`config.mk`:
```
export PLATFORM = sky130hd
export DESIGN_NAME = hbhc_core
export DESIGN_NICKNAME = d
export VERILOG_FILES = /design/src/inc/hbhc_pkg.sv /design/src/rtl/hbhc_core.sv
export SDC_FILE = /design/constraint.sdc
export NUM_CORES = 1
export LEC_CHECK = 0
export ABC_AREA = 1
export BUFFER_PORTS_ARGS = -buffer_cell sky130_fd_sc_hd__buf_2
export CAP_MARGIN = 20
export CORE_UTILIZATION = 50
export DETAILED_ROUTE_END_ITERATION = 10
export MAX_ROUTING_LAYER = met4
export PLACE_DENSITY = 0.85
export REMOVE_ABC_BUFFERS = 1
export SLEW_MARGIN = 15
export SYNTH_ARGS = -nofsm -noshare
export SYNTH_HDL_FRONTEND = slang
export SYNTH_SLANG_ARGS = --single-unit
```
`constraint.sdc`:
```
create_clock -name core_clk -period 2 [get_ports core_clk]
set_clock_uncertainty 0.1 [all_clocks]
set_input_delay 0.2 -clock core_clk [delete_from_list [all_inputs] [get_ports core_clk]]
set_output_delay 0.2 -clock core_clk [all_outputs]
set_load 0.02 [all_outputs]
```
`src/inc/hbhc_pkg.sv`:
```
// package: encodings, states and carriers of the host bus cycle handler
package hbhc_pkg;
    // request codes of the first and second request phases
    localparam logic [4:0] REQ_SPECIAL_FIRST   = 5'h08;  // 01000
    localparam logic [2:0] REQ_SPECIAL_SECOND  = 3'h1;   // xx001, low three bits
    localparam logic [2:0] REQ_INTACK_SECOND   = 3'h0;   // xx000, low three bits
    localparam logic [4:0] REQ_BRTRACE_FIRST   = 5'h09;  // 01001
    localparam logic [4:0] REQ_BRTRACE_SECOND  = 5'h00;
    // special message type codes
    localparam logic [7:0] MSG_NOP        = 8'h00;
    localparam logic [7:0] MSG_SHUTDOWN   = 8'h01;
    localparam logic [7:0] MSG_FLUSH      = 8'h02;
    localparam logic [7:0] MSG_HALT       = 8'h03;
    localparam logic [7:0] MSG_SYNC       = 8'h04;
    localparam logic [7:0] MSG_FLUSH_ACK  = 8'h05;
    localparam logic [7:0] MSG_STOP_ACK   = 8'h06;
    localparam logic [7:0] MSG_SMI_ACK    = 8'h07;
    // response codes on the host bus
    localparam logic [2:0] RSP_IDLE       = 3'h0;
    localparam logic [2:0] RSP_NO_DATA    = 3'h5;
    localparam logic [2:0] RSP_IMPLICIT_WB = 3'h6;
    localparam logic [2:0] RSP_NORMAL     = 3'h7;
    // snoop request codes issued for hub and agp masters
    localparam logic [4:0] SNP_READ_INVAL = 5'h02;  // zero_length_read_invalidate
    localparam logic [4:0] SNP_MEM_READ   = 5'h06;  // zero_length_snoop_read
    // data beats of a write that hits a modified line and of a read with data
    localparam logic [1:0] WB_WRITE_BEATS = 2'h2;
    localparam logic [1:0] ONE_BEAT       = 2'h1;
    // destinations of a host transaction
    typedef enum logic [1:0] {
        HBHC_DST_DRAM = 2'b00,
        HBHC_DST_HUB  = 2'b01,
        HBHC_DST_AGP  = 2'b10
    } hbhc_dest_type;
    // kinds of message sent toward the hub link
    typedef enum logic [1:0] {
        HBHC_HUB_CYCLE  = 2'b00,
        HBHC_HUB_LOCK   = 2'b01,
        HBHC_HUB_UNLOCK = 2'b10,
        HBHC_HUB_SPEC   = 2'b11
    } hbhc_hub_kind_type;
    // handler states
    typedef enum logic [2:0] {
        HBHC_IDLE  = 3'b000,
        HBHC_LOCK  = 3'b001,
        HBHC_SNOOP = 3'b010,
        HBHC_BCAST = 3'b011,
        HBHC_RESP  = 3'b100
    } hbhc_state_type;
    // host request as decoded from the two request phases
    typedef struct packed {
        logic [4:0]    request_code_first;
        logic [4:0]    request_code_second;
        logic [7:0]    second_phase_type_field;
        logic          mgmt_space_flag;
        logic          write;
        logic          locked;
        hbhc_dest_type dest;
    } hbhc_host_req_type;
    // message toward the hub link
    typedef struct packed {
        logic              valid;
        hbhc_hub_kind_type kind;
        logic [7:0]        msg_type;
        logic              write;
    } hbhc_hub_msg_type;
    // access request from a hub or agp frame-protocol master
    typedef struct packed {
        logic valid;
        logic write;
        logic to_dram;
        logic snoopable;
    } hbhc_io_req_type;
endpackage : hbhc_pkg

```
`src/rtl/hbhc_core.sv`:
```
// host bus cycle handler: snoops, special cycles, locks and routing
//
// Behaviour
// - modified hit in snoop phase gives an implicit writeback response
// - write hitting modified line carries two beats: write data then writeback
// - snoopable hub or agp write to dram issues zero-length read-and-invalidate
// - snoopable hub or agp read from dram issues zero-length memory read
// - interrupt acknowledge always goes to the hub link, never agp
// - during host dram lock, hub and agp dram accesses are held off
// - locked sequence to hub sends lock message first, unlock after unless host lock drops while a hub cycle or broadcast message is issued
// - while host lock is active, requests needing a snoop are deferred
// - agp-bound host cycles forwarded the same whether locked or not
// - branch trace retired normally, data discarded, nothing else done
// - special cycle is 01000 / xx001, type from second phase bits 15:8
// - host shutdown, halt and stop-grant-ack special cycles are routed toward the hub link
// - other special cycles are posted, retired without waiting for the hub
// - flush, sync and flush-acknowledge are retired locally, not forwarded
// - shutdown, halt, stop-grant-ack broadcast on hub, retired after success
// - management acknowledge with flag set opens management space
// - management acknowledge with flag clear closes management space
// - no special cycle is ever forwarded to agp
// - posted host writes to hub or agp are write-combined
`timescale 1ns/1ps
`default_nettype none
module hbhc_core (
    input  wire logic                       core_clk,
    input  wire logic                       rst_n,
    input  wire logic                       host_req_valid,
    input  wire hbhc_pkg::hbhc_host_req_type host_req,
    input  wire logic                       snoop_valid,
    input  wire logic                       snoop_modified_hit,
    input  wire logic                       host_lock_active,
    input  wire logic                       hub_bcast_done,
    input  wire hbhc_pkg::hbhc_io_req_type  io_req,
    output logic                            host_req_ready,
    output logic [2:0]                      resp_code,
    output logic [1:0]                      resp_data_beats,
    output var hbhc_pkg::hbhc_hub_msg_type  hub_msg,
    output logic                            agp_fwd_valid,
    output logic                            agp_fwd_write,
    output logic                            snoop_issue_valid,
    output logic [4:0]                      snoop_issue_code,
    output logic                            io_dram_hold,
    output logic                            io_req_accept,
    output logic                            mgmt_space_open,
    output logic                            write_combine_en
);
    ////////////////////////////////////////////////////////////////////////////
    // request decode
    hbhc_pkg::hbhc_state_type    state_reg;
    hbhc_pkg::hbhc_state_type    state_next;
    hbhc_pkg::hbhc_host_req_type req_reg;
    logic                        lock_hub_reg;
    logic                        lock_prev_reg;
    logic                        mgmt_reg;
    logic                        hit_reg;
    logic                        is_special;
    logic                        is_intack;
    logic                        is_brtrace;
    logic                        is_mem;
    logic                        msg_bcast;
    logic                        cur_hub;
    logic                        need_lock_msg;
    logic                        unlock_now;

    // cycle classification of the latched request
    assign is_special = (req_reg.request_code_first == hbhc_pkg::REQ_SPECIAL_FIRST)
                      && (req_reg.request_code_second[2:0] == hbhc_pkg::REQ_SPECIAL_SECOND);
    assign is_intack  = (req_reg.request_code_first == hbhc_pkg::REQ_SPECIAL_FIRST)
                      && (req_reg.request_code_second[2:0] == hbhc_pkg::REQ_INTACK_SECOND);
    assign is_brtrace = (req_reg.request_code_first == hbhc_pkg::REQ_BRTRACE_FIRST)
                      && (req_reg.request_code_second == hbhc_pkg::REQ_BRTRACE_SECOND);
    assign is_mem     = !is_special && !is_intack && !is_brtrace;
    // messages that must be broadcast before retiring
    assign msg_bcast  = (req_reg.second_phase_type_field == hbhc_pkg::MSG_SHUTDOWN)
                      || (req_reg.second_phase_type_field == hbhc_pkg::MSG_HALT)
                      || (req_reg.second_phase_type_field == hbhc_pkg::MSG_STOP_ACK);
    // management-space accesses stay off the hub
    assign cur_hub    = is_intack
                      || (is_mem && req_reg.dest == hbhc_pkg::HBHC_DST_HUB
                          && !(mgmt_reg && req_reg.mgmt_space_flag));
    assign need_lock_msg = host_req_valid && host_req.locked && !lock_hub_reg
                      && host_req.dest == hbhc_pkg::HBHC_DST_HUB;
    assign unlock_now = lock_prev_reg && !host_lock_active && lock_hub_reg;

    ////////////////////////////////////////////////////////////////////////////
    // state sequencing
    always_comb begin
        state_next = state_reg;
        case (state_reg)
            hbhc_pkg::HBHC_IDLE: begin
                if (host_req_valid) begin
                    state_next = need_lock_msg ? hbhc_pkg::HBHC_LOCK : hbhc_pkg::HBHC_SNOOP;
                end
            end
            hbhc_pkg::HBHC_LOCK: begin
                state_next = hbhc_pkg::HBHC_SNOOP;
            end
            hbhc_pkg::HBHC_SNOOP: begin
                if (is_special) begin
                    state_next = msg_bcast ? hbhc_pkg::HBHC_BCAST : hbhc_pkg::HBHC_RESP;
                end else if (!is_mem || snoop_valid) begin
                    state_next = hbhc_pkg::HBHC_RESP;
                end
            end
            hbhc_pkg::HBHC_BCAST: begin
                if (hub_bcast_done) begin
                    state_next = hbhc_pkg::HBHC_RESP;
                end
            end
            hbhc_pkg::HBHC_RESP: begin
                state_next = hbhc_pkg::HBHC_IDLE;
            end
            default: begin
                state_next = hbhc_pkg::HBHC_IDLE;
            end
        endcase
    end

    // state register and request latch
    always_ff @(posedge core_clk) begin
        if (!rst_n) begin
            state_reg <= hbhc_pkg::HBHC_IDLE;
            req_reg   <= '0;
        end else begin
            state_reg <= state_next;
            if (state_reg == hbhc_pkg::HBHC_IDLE && host_req_valid) begin
                req_reg <= host_req;
            end
        end
    end

    // ready only when idle, so one host request is handled at a time
    always_ff @(posedge core_clk) begin
        if (!rst_n) begin
            host_req_ready <= 1'b0;
        end else begin
            host_req_ready <= (state_next == hbhc_pkg::HBHC_IDLE);
        end
    end

    // snoop result capture for the current host cycle
    always_ff @(posedge core_clk) begin
        if (!rst_n) begin
            hit_reg <= 1'b0;
        end else if (state_reg == hbhc_pkg::HBHC_SNOOP && is_mem && snoop_valid) begin
            hit_reg <= snoop_modified_hit;
        end else if (state_reg == hbhc_pkg::HBHC_IDLE) begin
            hit_reg <= 1'b0;
        end
    end

    ////////////////////////////////////////////////////////////////////////////
    // response phase
    always_ff @(posedge core_clk) begin
        if (!rst_n) begin
            resp_code       <= hbhc_pkg::RSP_IDLE;
            resp_data_beats <= 2'h0;
        end else if (state_reg == hbhc_pkg::HBHC_RESP) begin
            if (is_mem && hit_reg) begin
                resp_code       <= hbhc_pkg::RSP_IMPLICIT_WB;
                resp_data_beats <= req_reg.write ? hbhc_pkg::WB_WRITE_BEATS
                                                 : hbhc_pkg::ONE_BEAT;
            end else if ((is_mem || is_intack) && !req_reg.write) begin
                resp_code       <= hbhc_pkg::RSP_NORMAL;
                resp_data_beats <= hbhc_pkg::ONE_BEAT;
            end else begin
                resp_code       <= hbhc_pkg::RSP_NO_DATA;
                resp_data_beats <= 2'h0;
            end
        end else begin
            resp_code       <= hbhc_pkg::RSP_IDLE;
            resp_data_beats <= 2'h0;
        end
    end

    ////////////////////////////////////////////////////////////////////////////
    // hub link messages: lock, unlock, cycles and broadcast specials
    always_ff @(posedge core_clk) begin
        if (!rst_n) begin
            hub_msg <= '0;
        end else if (state_reg == hbhc_pkg::HBHC_IDLE && need_lock_msg) begin
            hub_msg.valid    <= 1'b1;
            hub_msg.kind     <= hbhc_pkg::HBHC_HUB_LOCK;
            hub_msg.msg_type <= 8'h00;
            hub_msg.write    <= 1'b0;
        end else if (state_reg == hbhc_pkg::HBHC_SNOOP && is_special && msg_bcast) begin
            hub_msg.valid    <= 1'b1;
            hub_msg.kind     <= hbhc_pkg::HBHC_HUB_SPEC;
            hub_msg.msg_type <= req_reg.second_phase_type_field;
            hub_msg.write    <= 1'b0;
        end else if (state_reg == hbhc_pkg::HBHC_RESP && cur_hub) begin
            hub_msg.valid    <= 1'b1;
            hub_msg.kind     <= hbhc_pkg::HBHC_HUB_CYCLE;
            hub_msg.msg_type <= 8'h00;
            hub_msg.write    <= req_reg.write;
        end else if (unlock_now) begin
            hub_msg.valid    <= 1'b1;
            hub_msg.kind     <= hbhc_pkg::HBHC_HUB_UNLOCK;
            hub_msg.msg_type <= 8'h00;
            hub_msg.write    <= 1'b0;
        end else begin
            hub_msg <= '0;
        end
    end

    // hub lock tracking; set wins over the release edge
    always_ff @(posedge core_clk) begin
        if (!rst_n) begin
            lock_hub_reg  <= 1'b0;
            lock_prev_reg <= 1'b0;
        end else begin
            lock_prev_reg <= host_lock_active;
            if (state_reg == hbhc_pkg::HBHC_IDLE && need_lock_msg) begin
                lock_hub_reg <= 1'b1;
            end else if (unlock_now) begin
                lock_hub_reg <= 1'b0;
            end
        end
    end

    ////////////////////////////////////////////////////////////////////////////
    // agp forwarding: lock attribute ignored, specials never sent
    always_ff @(posedge core_clk) begin
        if (!rst_n) begin
            agp_fwd_valid <= 1'b0;
            agp_fwd_write <= 1'b0;
        end else begin
            agp_fwd_valid <= state_reg == hbhc_pkg::HBHC_RESP && is_mem
                          && req_reg.dest == hbhc_pkg::HBHC_DST_AGP
                          && !(mgmt_reg && req_reg.mgmt_space_flag);
            agp_fwd_write <= req_reg.write;
        end
    end

    // write combining for posted host writes to hub or agp
    always_ff @(posedge core_clk) begin
        if (!rst_n) begin
            write_combine_en <= 1'b0;
        end else begin
            write_combine_en <= state_reg == hbhc_pkg::HBHC_RESP && is_mem && req_reg.write
                             && req_reg.dest != hbhc_pkg::HBHC_DST_DRAM;
        end
    end

    ////////////////////////////////////////////////////////////////////////////
    // management space open and close
    always_ff @(posedge core_clk) begin
        if (!rst_n) begin
            mgmt_reg <= 1'b0;
        end else if (state_reg == hbhc_pkg::HBHC_RESP && is_special
                     && req_reg.second_phase_type_field == hbhc_pkg::MSG_SMI_ACK) begin
            mgmt_reg <= req_reg.mgmt_space_flag;
        end
    end
    assign mgmt_space_open = mgmt_reg;

    ////////////////////////////////////////////////////////////////////////////
    // snoops and hold-off for hub and agp masters
    always_ff @(posedge core_clk) begin
        if (!rst_n) begin
            snoop_issue_valid <= 1'b0;
            snoop_issue_code  <= 5'h00;
            io_dram_hold      <= 1'b0;
            io_req_accept     <= 1'b0;
        end else begin
            io_dram_hold      <= io_req.valid && io_req.to_dram && host_lock_active;
            io_req_accept     <= io_req.valid && !(host_lock_active
                                 && (io_req.to_dram || io_req.snoopable));
            snoop_issue_valid <= io_req.valid && io_req.to_dram && io_req.snoopable
                              && !host_lock_active;
            snoop_issue_code  <= io_req.write ? hbhc_pkg::SNP_READ_INVAL
                                              : hbhc_pkg::SNP_MEM_READ;
        end
    end

    ////////////////////////////////////////////////////////////////////////////
    // checks
    chk_iwb_on_hit: assert property (@(posedge core_clk) disable iff (!rst_n)
        state_reg == hbhc_pkg::HBHC_RESP && is_mem && hit_reg
        |=> resp_code == hbhc_pkg::RSP_IMPLICIT_WB)
        else $error("modified hit without implicit writeback");
    chk_write_two_beats: assert property (@(posedge core_clk) disable iff (!rst_n)
        resp_code == hbhc_pkg::RSP_IMPLICIT_WB && $past(req_reg.write)
        |-> resp_data_beats == hbhc_pkg::WB_WRITE_BEATS)
        else $error("write hit lacks two data beats");
    chk_snoop_code_kind: assert property (@(posedge core_clk) disable iff (!rst_n)
        io_req.valid && io_req.to_dram && io_req.snoopable && !host_lock_active
        |=> snoop_issue_valid && snoop_issue_code == ($past(io_req.write)
            ? hbhc_pkg::SNP_READ_INVAL : hbhc_pkg::SNP_MEM_READ))
        else $error("wrong snoop code for master access");
    chk_no_snoop_locked: assert property (@(posedge core_clk) disable iff (!rst_n)
        host_lock_active |=> !snoop_issue_valid)
        else $error("snoop issued during host lock");
    chk_dram_held: assert property (@(posedge core_clk) disable iff (!rst_n)
        io_req.valid && io_req.to_dram && host_lock_active |=> io_dram_hold && !io_req_accept)
        else $error("dram access not held during lock");
    chk_lock_first: assert property (@(posedge core_clk) disable iff (!rst_n)
        state_reg == hbhc_pkg::HBHC_IDLE && need_lock_msg
        |=> hub_msg.valid && hub_msg.kind == hbhc_pkg::HBHC_HUB_LOCK)
        else $error("lock message missing before locked read");
    chk_bcast_before_retire: assert property (@(posedge core_clk) disable iff (!rst_n)
        state_reg == hbhc_pkg::HBHC_BCAST && !hub_bcast_done |=> state_reg != hbhc_pkg::HBHC_RESP)
        else $error("broadcast message retired early");
    chk_local_msg_posted: assert property (@(posedge core_clk) disable iff (!rst_n)
        state_reg == hbhc_pkg::HBHC_SNOOP && is_special && !msg_bcast
        |=> ##1 resp_code == hbhc_pkg::RSP_NO_DATA && !hub_msg.valid)
        else $error("local special not retired at once");
    chk_no_agp_special: assert property (@(posedge core_clk) disable iff (!rst_n)
        $past(state_reg) == hbhc_pkg::HBHC_RESP && $past(!is_mem) |-> !agp_fwd_valid)
        else $error("special cycle forwarded to agp");
    chk_mgmt_follows: assert property (@(posedge core_clk) disable iff (!rst_n)
        state_reg == hbhc_pkg::HBHC_RESP && is_special
        && req_reg.second_phase_type_field == hbhc_pkg::MSG_SMI_ACK
        |=> mgmt_space_open == $past(req_reg.mgmt_space_flag))
        else $error("management space state not updated");
    cov_write_hit: cover property (@(posedge core_clk) disable iff (!rst_n)
        resp_code == hbhc_pkg::RSP_IMPLICIT_WB && resp_data_beats == hbhc_pkg::WB_WRITE_BEATS);
    cov_bcast_special: cover property (@(posedge core_clk) disable iff (!rst_n)
        state_reg == hbhc_pkg::HBHC_BCAST ##[1:8] state_reg == hbhc_pkg::HBHC_RESP);
    cov_lock_unlock: cover property (@(posedge core_clk) disable iff (!rst_n)
        hub_msg.valid && hub_msg.kind == hbhc_pkg::HBHC_HUB_UNLOCK);
    cov_mgmt_open: cover property (@(posedge core_clk) disable iff (!rst_n) $rose(mgmt_space_open));
endmodule : hbhc_core
`default_nettype wire

```
==> results.py, run 1 <==
metrics = {
    "floorplanning": {
        "num_rows": 23,
        "die_h_um": 66.6,
        "ios": 64,
        "core-area_um2": 4000,
        "die-area_um2": 4440,
        "initial_core_util_pct": 52.2,
        "die_x_um": 66.6,
    },
    "final_layout": {
        "mostFrequentLayoutCell": "buf_2",
        "final_util_pct": 65.1,
        "layout.cells.non_filler": 384,
        "final_layout_size_suffix_gt1_share_pct": 26.0,
        "num-nets-final": 367,
        "final.fill_count": 352,
        "syn2layout_area_growth_pct": 24.6,
        "largest_register_ffs": 22,
        "final_cell_mix": "buf_2 (60), dfxtp_1 (55), nand2_1 (39)",
        "antenna_cells": 0,
    },
    "worst_setup_path": {
        "reg2reg_depth": 6,
        "worstPathRequired_ns": 2.11,
        "path_buf_inv": 1,
        "worst_setup_path_end_kind": "flip-flop",
        "cp.arrival_ns": 1.57,
        "path_cells": "inv_1, nand3_1, nor4_1, nand2_1, o21ai_1, nor2_1",
        "startpoint": "state_reg[1]",
        "crit_cells": 6,
        "start_kind": "flip-flop",
        "cp_slowest_cell": "dfxtp_1",
        "cpPeakStageDelay_ns": 0.38,
        "critical_path_class": "flip-flop to flip-flop",
        "r2r_start": "state_reg[1]",
        "critPathTopFamily": "simple AND/OR/NAND/NOR gates",
        "crit_fanout": 6,
    },
    "run": {
        "cap_violations": 0,
    },
    "routing": {
        "vias_per_cell": 4.84,
        "drt_iter0_markers": 81,
        "num_vias": 1858,
        "routed_wl_mm": 4.32,
        "drc_errors": 0,
        "drtAntennaViolNets": 0,
        "wire_per_inst_um": 11.3,
        "first_pass_iters": 4,
    },
    "timing": {
        "period_share_pct": 73.1,
        "worst_hold_slack_ns": 0.0386,
        "slew_viol_final": 0,
        "final.setup.tns_ns": 0,
        "finalHoldViolations": 0,
        "setup_violations": 0,
        "period_minus_slack_ns": 1.46,
        "max_freq_mhz": 684,
        "rsz0062_at_grt": "false",
    },
    "cts": {
        "cts_buffers": 5,
        "clk_pin_slew_ns": 0.09,
        "htree_levels": 2,
        "cts_hold_buf": 2,
        "clk_latency_ns": 0.31,
        "root_buffer": "clkbuf_8",
        "cts_tree": "done",
        "clockBufferDepth": 2,
        "ctsResizeCount": 0,
        "cts_setup_buffers": 0,
        "clock-sinks": 55,
    },
    "synth": {
        "netlist_area_um2": 2090,
        "synth_edf_count": 0,
        "ys_async_sr_fraction_pct": 0,
        "ys_ff_latch": 55,
        "ys_warn_count": 0,
        "ys_seq_area_share_pct": 52.7,
        "avgSynthCellArea_um2": 7.94,
        "ys.flop_type": "dfxtp_1",
        "ys_types": 27,
        "synthCells": 263,
    },
    "placed_design": {
        "io_buffers": 60,
        "gp_congestion": 0.874,
        "place_inst": 374,
        "dp_hpwl_mm": 3.18,
    },
    "status": {
        "status": "finished, final reports clean",
    },
    "pwr": {
        "p_int_mw": 1.80,
        "p_sw_mw": 0.618,
        "pwr_density_cell_nw_per_um2": 928,
        "seqPwrFrac_pct": 49.8,
        "power_frac_comb_pct": 14.9,
        "total_power_mw": 2.41,
        "p_clk_share_pct": 35.3,
        "power_switching_share_pct": 25.6,
        "irDropWorstVdd_mv": 0.547,
        "leakage_nw": 1.26,
    },
    "global_routing": {
        "grt_pass1_wl_mm": 7.07,
        "antenna_found_initial": 0,
        "grt_pass1_vias": 1664,
        "grt-ovfl-total": 0,
        "grt_max_degree": 26,
        "grt_use_total_pct": 21.9,
    },
    "hold_path": {
        "min_from": "io_req[3]",
        "hold_path_class": "input pin to flip-flop",
        "whs_path_depth": 3,
    },
}
-- final cells by class --
cell class,instances,area [µm²],area share [%]
Tap cell,50,62.6,2.40
Sequential cell,55,1100,42.3
Timing Repair Buffer,67,358,13.7
Multi-Input combinational cell,165,802,30.8
Inverter,39,146,5.62
Clock inverter,2,60.1,2.31
Clock buffer,6,72.6,2.79
-- through the flow --
step | area [µm²] | worst slack [ns]
floorplan | 2050 | -0.0336
global placement | 2450 | 0.545
detailed placement | 2450 | 0.564
CTS | 2600 | 0.530
global route | 2600 | 0.373
finish | 2600 | 0.539
-- worst reg2reg max path: cells and delay by family, from the launching register on --
kind	cells	cell delay, ns
flops	1	0.38
compound gates	1	0.13
buf+inv	1	0.09
simple gates	4	0.66
-- power groups by stage --
stage                     clock (mW)  sequential (mW)  combinational (mW)
after detailed placement           0             1.23               0.353
after floorplan                    0             1.24               0.206
final                          0.853             1.20               0.360
after global routing           0.908             1.21               0.406
after CTS                      0.860             1.20               0.359
after global placement             0             1.22               0.343
-- worst paths after layout --
path,slack (ns),to
worst max-delay path,0.54,mgmt_space_open
worst min register to register,0.36,req_reg[9]
worst max register to register,0.54,mgmt_space_open
worst min-delay path,0.04,io_req_accept
-- cell families after synthesis --
logic type             synth area share (%)
AND/OR/NAND/NOR                        23.9
other                                 0.180
buffers and inverters                  10.1
AO/OA/AOI/OAI                          13.1
flip-flops                             52.7
-- synthesized netlist by cell type, types with 2 or more instances --
| library cell | n | area [µm²] |
|---|---|---|
| a21oi_1 | 28 | 140 |
| a31oi_1 | 2 | 12.5 |
| buf_2 | 3 | 15.0 |
| buf_4 | 5 | 37.5 |
| clkbuf_1 | 2 | 7.51 |
| dfxtp_1 | 55 | 1100 |
| inv_1 | 36 | 135 |
| inv_2 | 3 | 11.3 |
| nand2_1 | 39 | 146 |
| nand2_2 | 4 | 25.0 |
| nand3_1 | 22 | 110 |
| nand4_1 | 2 | 12.5 |
| nor2_1 | 22 | 82.6 |
| nor2_2 | 2 | 12.5 |
| nor3_1 | 5 | 25.0 |
| nor3_2 | 3 | 30.0 |
| o21ai_0 | 12 | 60.1 |
| o21ai_1 | 9 | 45.0 |
-- per-layer routing --
layer / vias to the layer above / part of all wire [%] / global-route usage, %
li1: 973 / - / -
met1: 818 / 46 / 26.3
met3: 9 / 5.6 / 6.34
met2: 58 / 46 / 34.2
met4: 0 / 2.3 / 9.04
met5: - / 0 / -
(Power assumes the default switching activity.)
==> inputs of run 2 (changes only) <==
clock period = 1.36 ns   (was 2 ns; I/O delays follow)
==> run 2 against run 1 <==
Net effect: the flow now finishes with violations (negative setup slack); power increased by 41%; maximum frequency is 0.99% lower; die area stayed put; combinational power grew 100%; sequential share of layout area decreased by 5.2 points; largest cell class unchanged; largest power group unchanged; highest routed layer unchanged.
==> results.py, run 2 (synthesized netlist as in run 1, its figures left out) <==
metrics = {
    "cts": {
        "clk_latency_ns": 0.31,
        "clk_pin_slew_ns": 0.10,
        "clockBufferDepth": 2,
        "cts_buffers": 5,
        "root_buffer": "clkbuf_8",
        "clock-sinks": 55,
        "cts_tree": "done",
        "htree_levels": 2,
    },
    "global_routing": {
        "grt_max_degree": 38,
        "grt_pass1_wl_mm": 7.96,
        "grt_use_total_pct": 24.6,
        "grt_pass1_vias": 1823,
        "antenna_found_initial": 0,
        "grt-ovfl-total": 0,
    },
    "floorplanning": {
        "die-area_um2": 4440,
        "initial_core_util_pct": 52.2,
        "num_rows": 23,
        "die_x_um": 66.6,
        "core-area_um2": 4000,
        "die_h_um": 66.6,
        "ios": 64,
    },
    "placed_design": {
        "pre_cts_ws_ns": -0.0818,
        "io_buffers": 60,
        "gp_congestion": 0.842,
        "dp_hpwl_mm": 3.13,
        "post_dp_cell_area_um2": 2500,
    },
    "timing": {
        "setup_violations": 13,
        "period_share_pct": 109,
        "finalHoldViolations": 0,
        "setup_slack_ns": -0.116,
        "final.setup.tns_ns": -0.688,
        "rsz0062_at_grt": "true",
        "period_minus_slack_ns": 1.48,
        "max_freq_mhz": 678,
        "slew_viol_final": 0,
    },
    "worst_setup_path": {
        "worst_setup_path_end_kind": "flip-flop",
        "worstPathRequired_ns": 1.51,
        "critical_path_class": "flip-flop to flip-flop",
        "start_kind": "flip-flop",
        "rrSetupSlack_ns": -0.12,
        "crit_fanout": 3,
        "cp.arrival_ns": 1.62,
    },
    "final_layout": {
        "antenna_cells": 0,
        "largest_register_ffs": 22,
        "final_cell_mix": "buf_2 (60), dfxtp_1 (46), inv_1 (30)",
        "final_layout_size_suffix_gt1_share_pct": 41.1,
        "num-nets-final": 393,
        "mostFrequentLayoutCell": "buf_2",
        "stdcell_area_um2": 3000,
        "final_util_pct": 75.0,
        "syn2layout_area_growth_pct": 43.7,
    },
    "run": {
        "cap_violations": 0,
    },
    "pwr": {
        "irDropWorstVdd_mv": 0.834,
        "pwr_density_cell_nw_per_um2": 1140,
        "total_power_mw": 3.41,
        "leakage_nw": 1.41,
    },
    "routing": {
        "drtAntennaViolNets": 0,
        "wire_per_inst_um": 13.3,
        "drc_errors": 0,
        "routed_wl_mm": 5.46,
        "num_vias": 2090,
        "drt_iter0_markers": 152,
        "vias_per_cell": 5.10,
        "first_pass_iters": 4,
    },
    "hold_path": {
        "hold_path_class": "input pin to flip-flop",
    },
    "status": {
        "status": "finished, violations left",
        "violations": "negative setup slack",
    },
}
[run 2: changes by cell type in the layout (fill, tap and decap cells not counted), sizes merged]
cell,change
dlygate4sd3,+16
buf,+10
bufinv,-2
clkinvlp,+2
clkbuf,-1
clkinv,+1
[run 2: final timing paths]
| kind | endpoint | startpoint | cells past startpoint |
|---|---|---|---|
| worst max register to register | host_req_ready | req_reg[22] | 9 |
| worst min-delay path | req_reg[20] | host_req[20] | 3 |
| worst max-delay path | host_req_ready | req_reg[22] | 9 |
| worst min register to register | req_reg[16] | req_reg[16] | 2 |
[run 2: per-stage QoR]
stage	cells	hold slack, ns
after global routing	410	-0.00645
after floorplan	259	0.0637
final	410	0.00531
after global placement	379	0.193
after CTS	405	0.00324
after detailed placement	379	0.196
[run 2: cell type report]
type | instances | area [µm²]
Clock buffer | 5 | 68.8
Clock inverter | 3 | 20.0
Fill cell | 270 | 1000
Inverter | 39 | 146
Multi-Input combinational cell | 165 | 972
Sequential cell | 55 | 1110
Tap cell | 50 | 62.6
Timing Repair Buffer | 93 | 618
[run 2: power breakdown]
part / internal (mW) / switching, mW
Clock: 0.359 / 0.542
Combinational: 0.284 / 0.437
Sequential: 1.72 / 0.0680
[run 2: timing repair]
item | 4_1_cts | 5_1_grt
buffers inserted | 1 | 4
resized for setup | 21 | 42
hold buffers | 17 | 1
pin swaps | 8 | 18
endpoints found under the hold margin | 17 | 1
setup endpoints to repair | 7 | 28
[run 2: worst max-delay path, stage by stage (launching register included)]
cell	delay, ns
dfxtp_2	0.36
nor2_4	0.14
nand3_2	0.12
nor2_4	0.16
inv_2	0.09
nand2_2	0.09
nand2_2	0.06
nand2_2	0.09
nand2_2	0.05
nor3_2	0.15
[run 2: routing by layer]
metal | track usage (%) | up-vias | part of all wire [%]
met1 | 29.9 | 956 | 42
met2 | 38.8 | 92 | 49
met3 | 5.82 | 17 | 6.8
li1 | - | 1025 | -
met5 | - | - | 0
met4 | 10.4 | 0 | 2.4
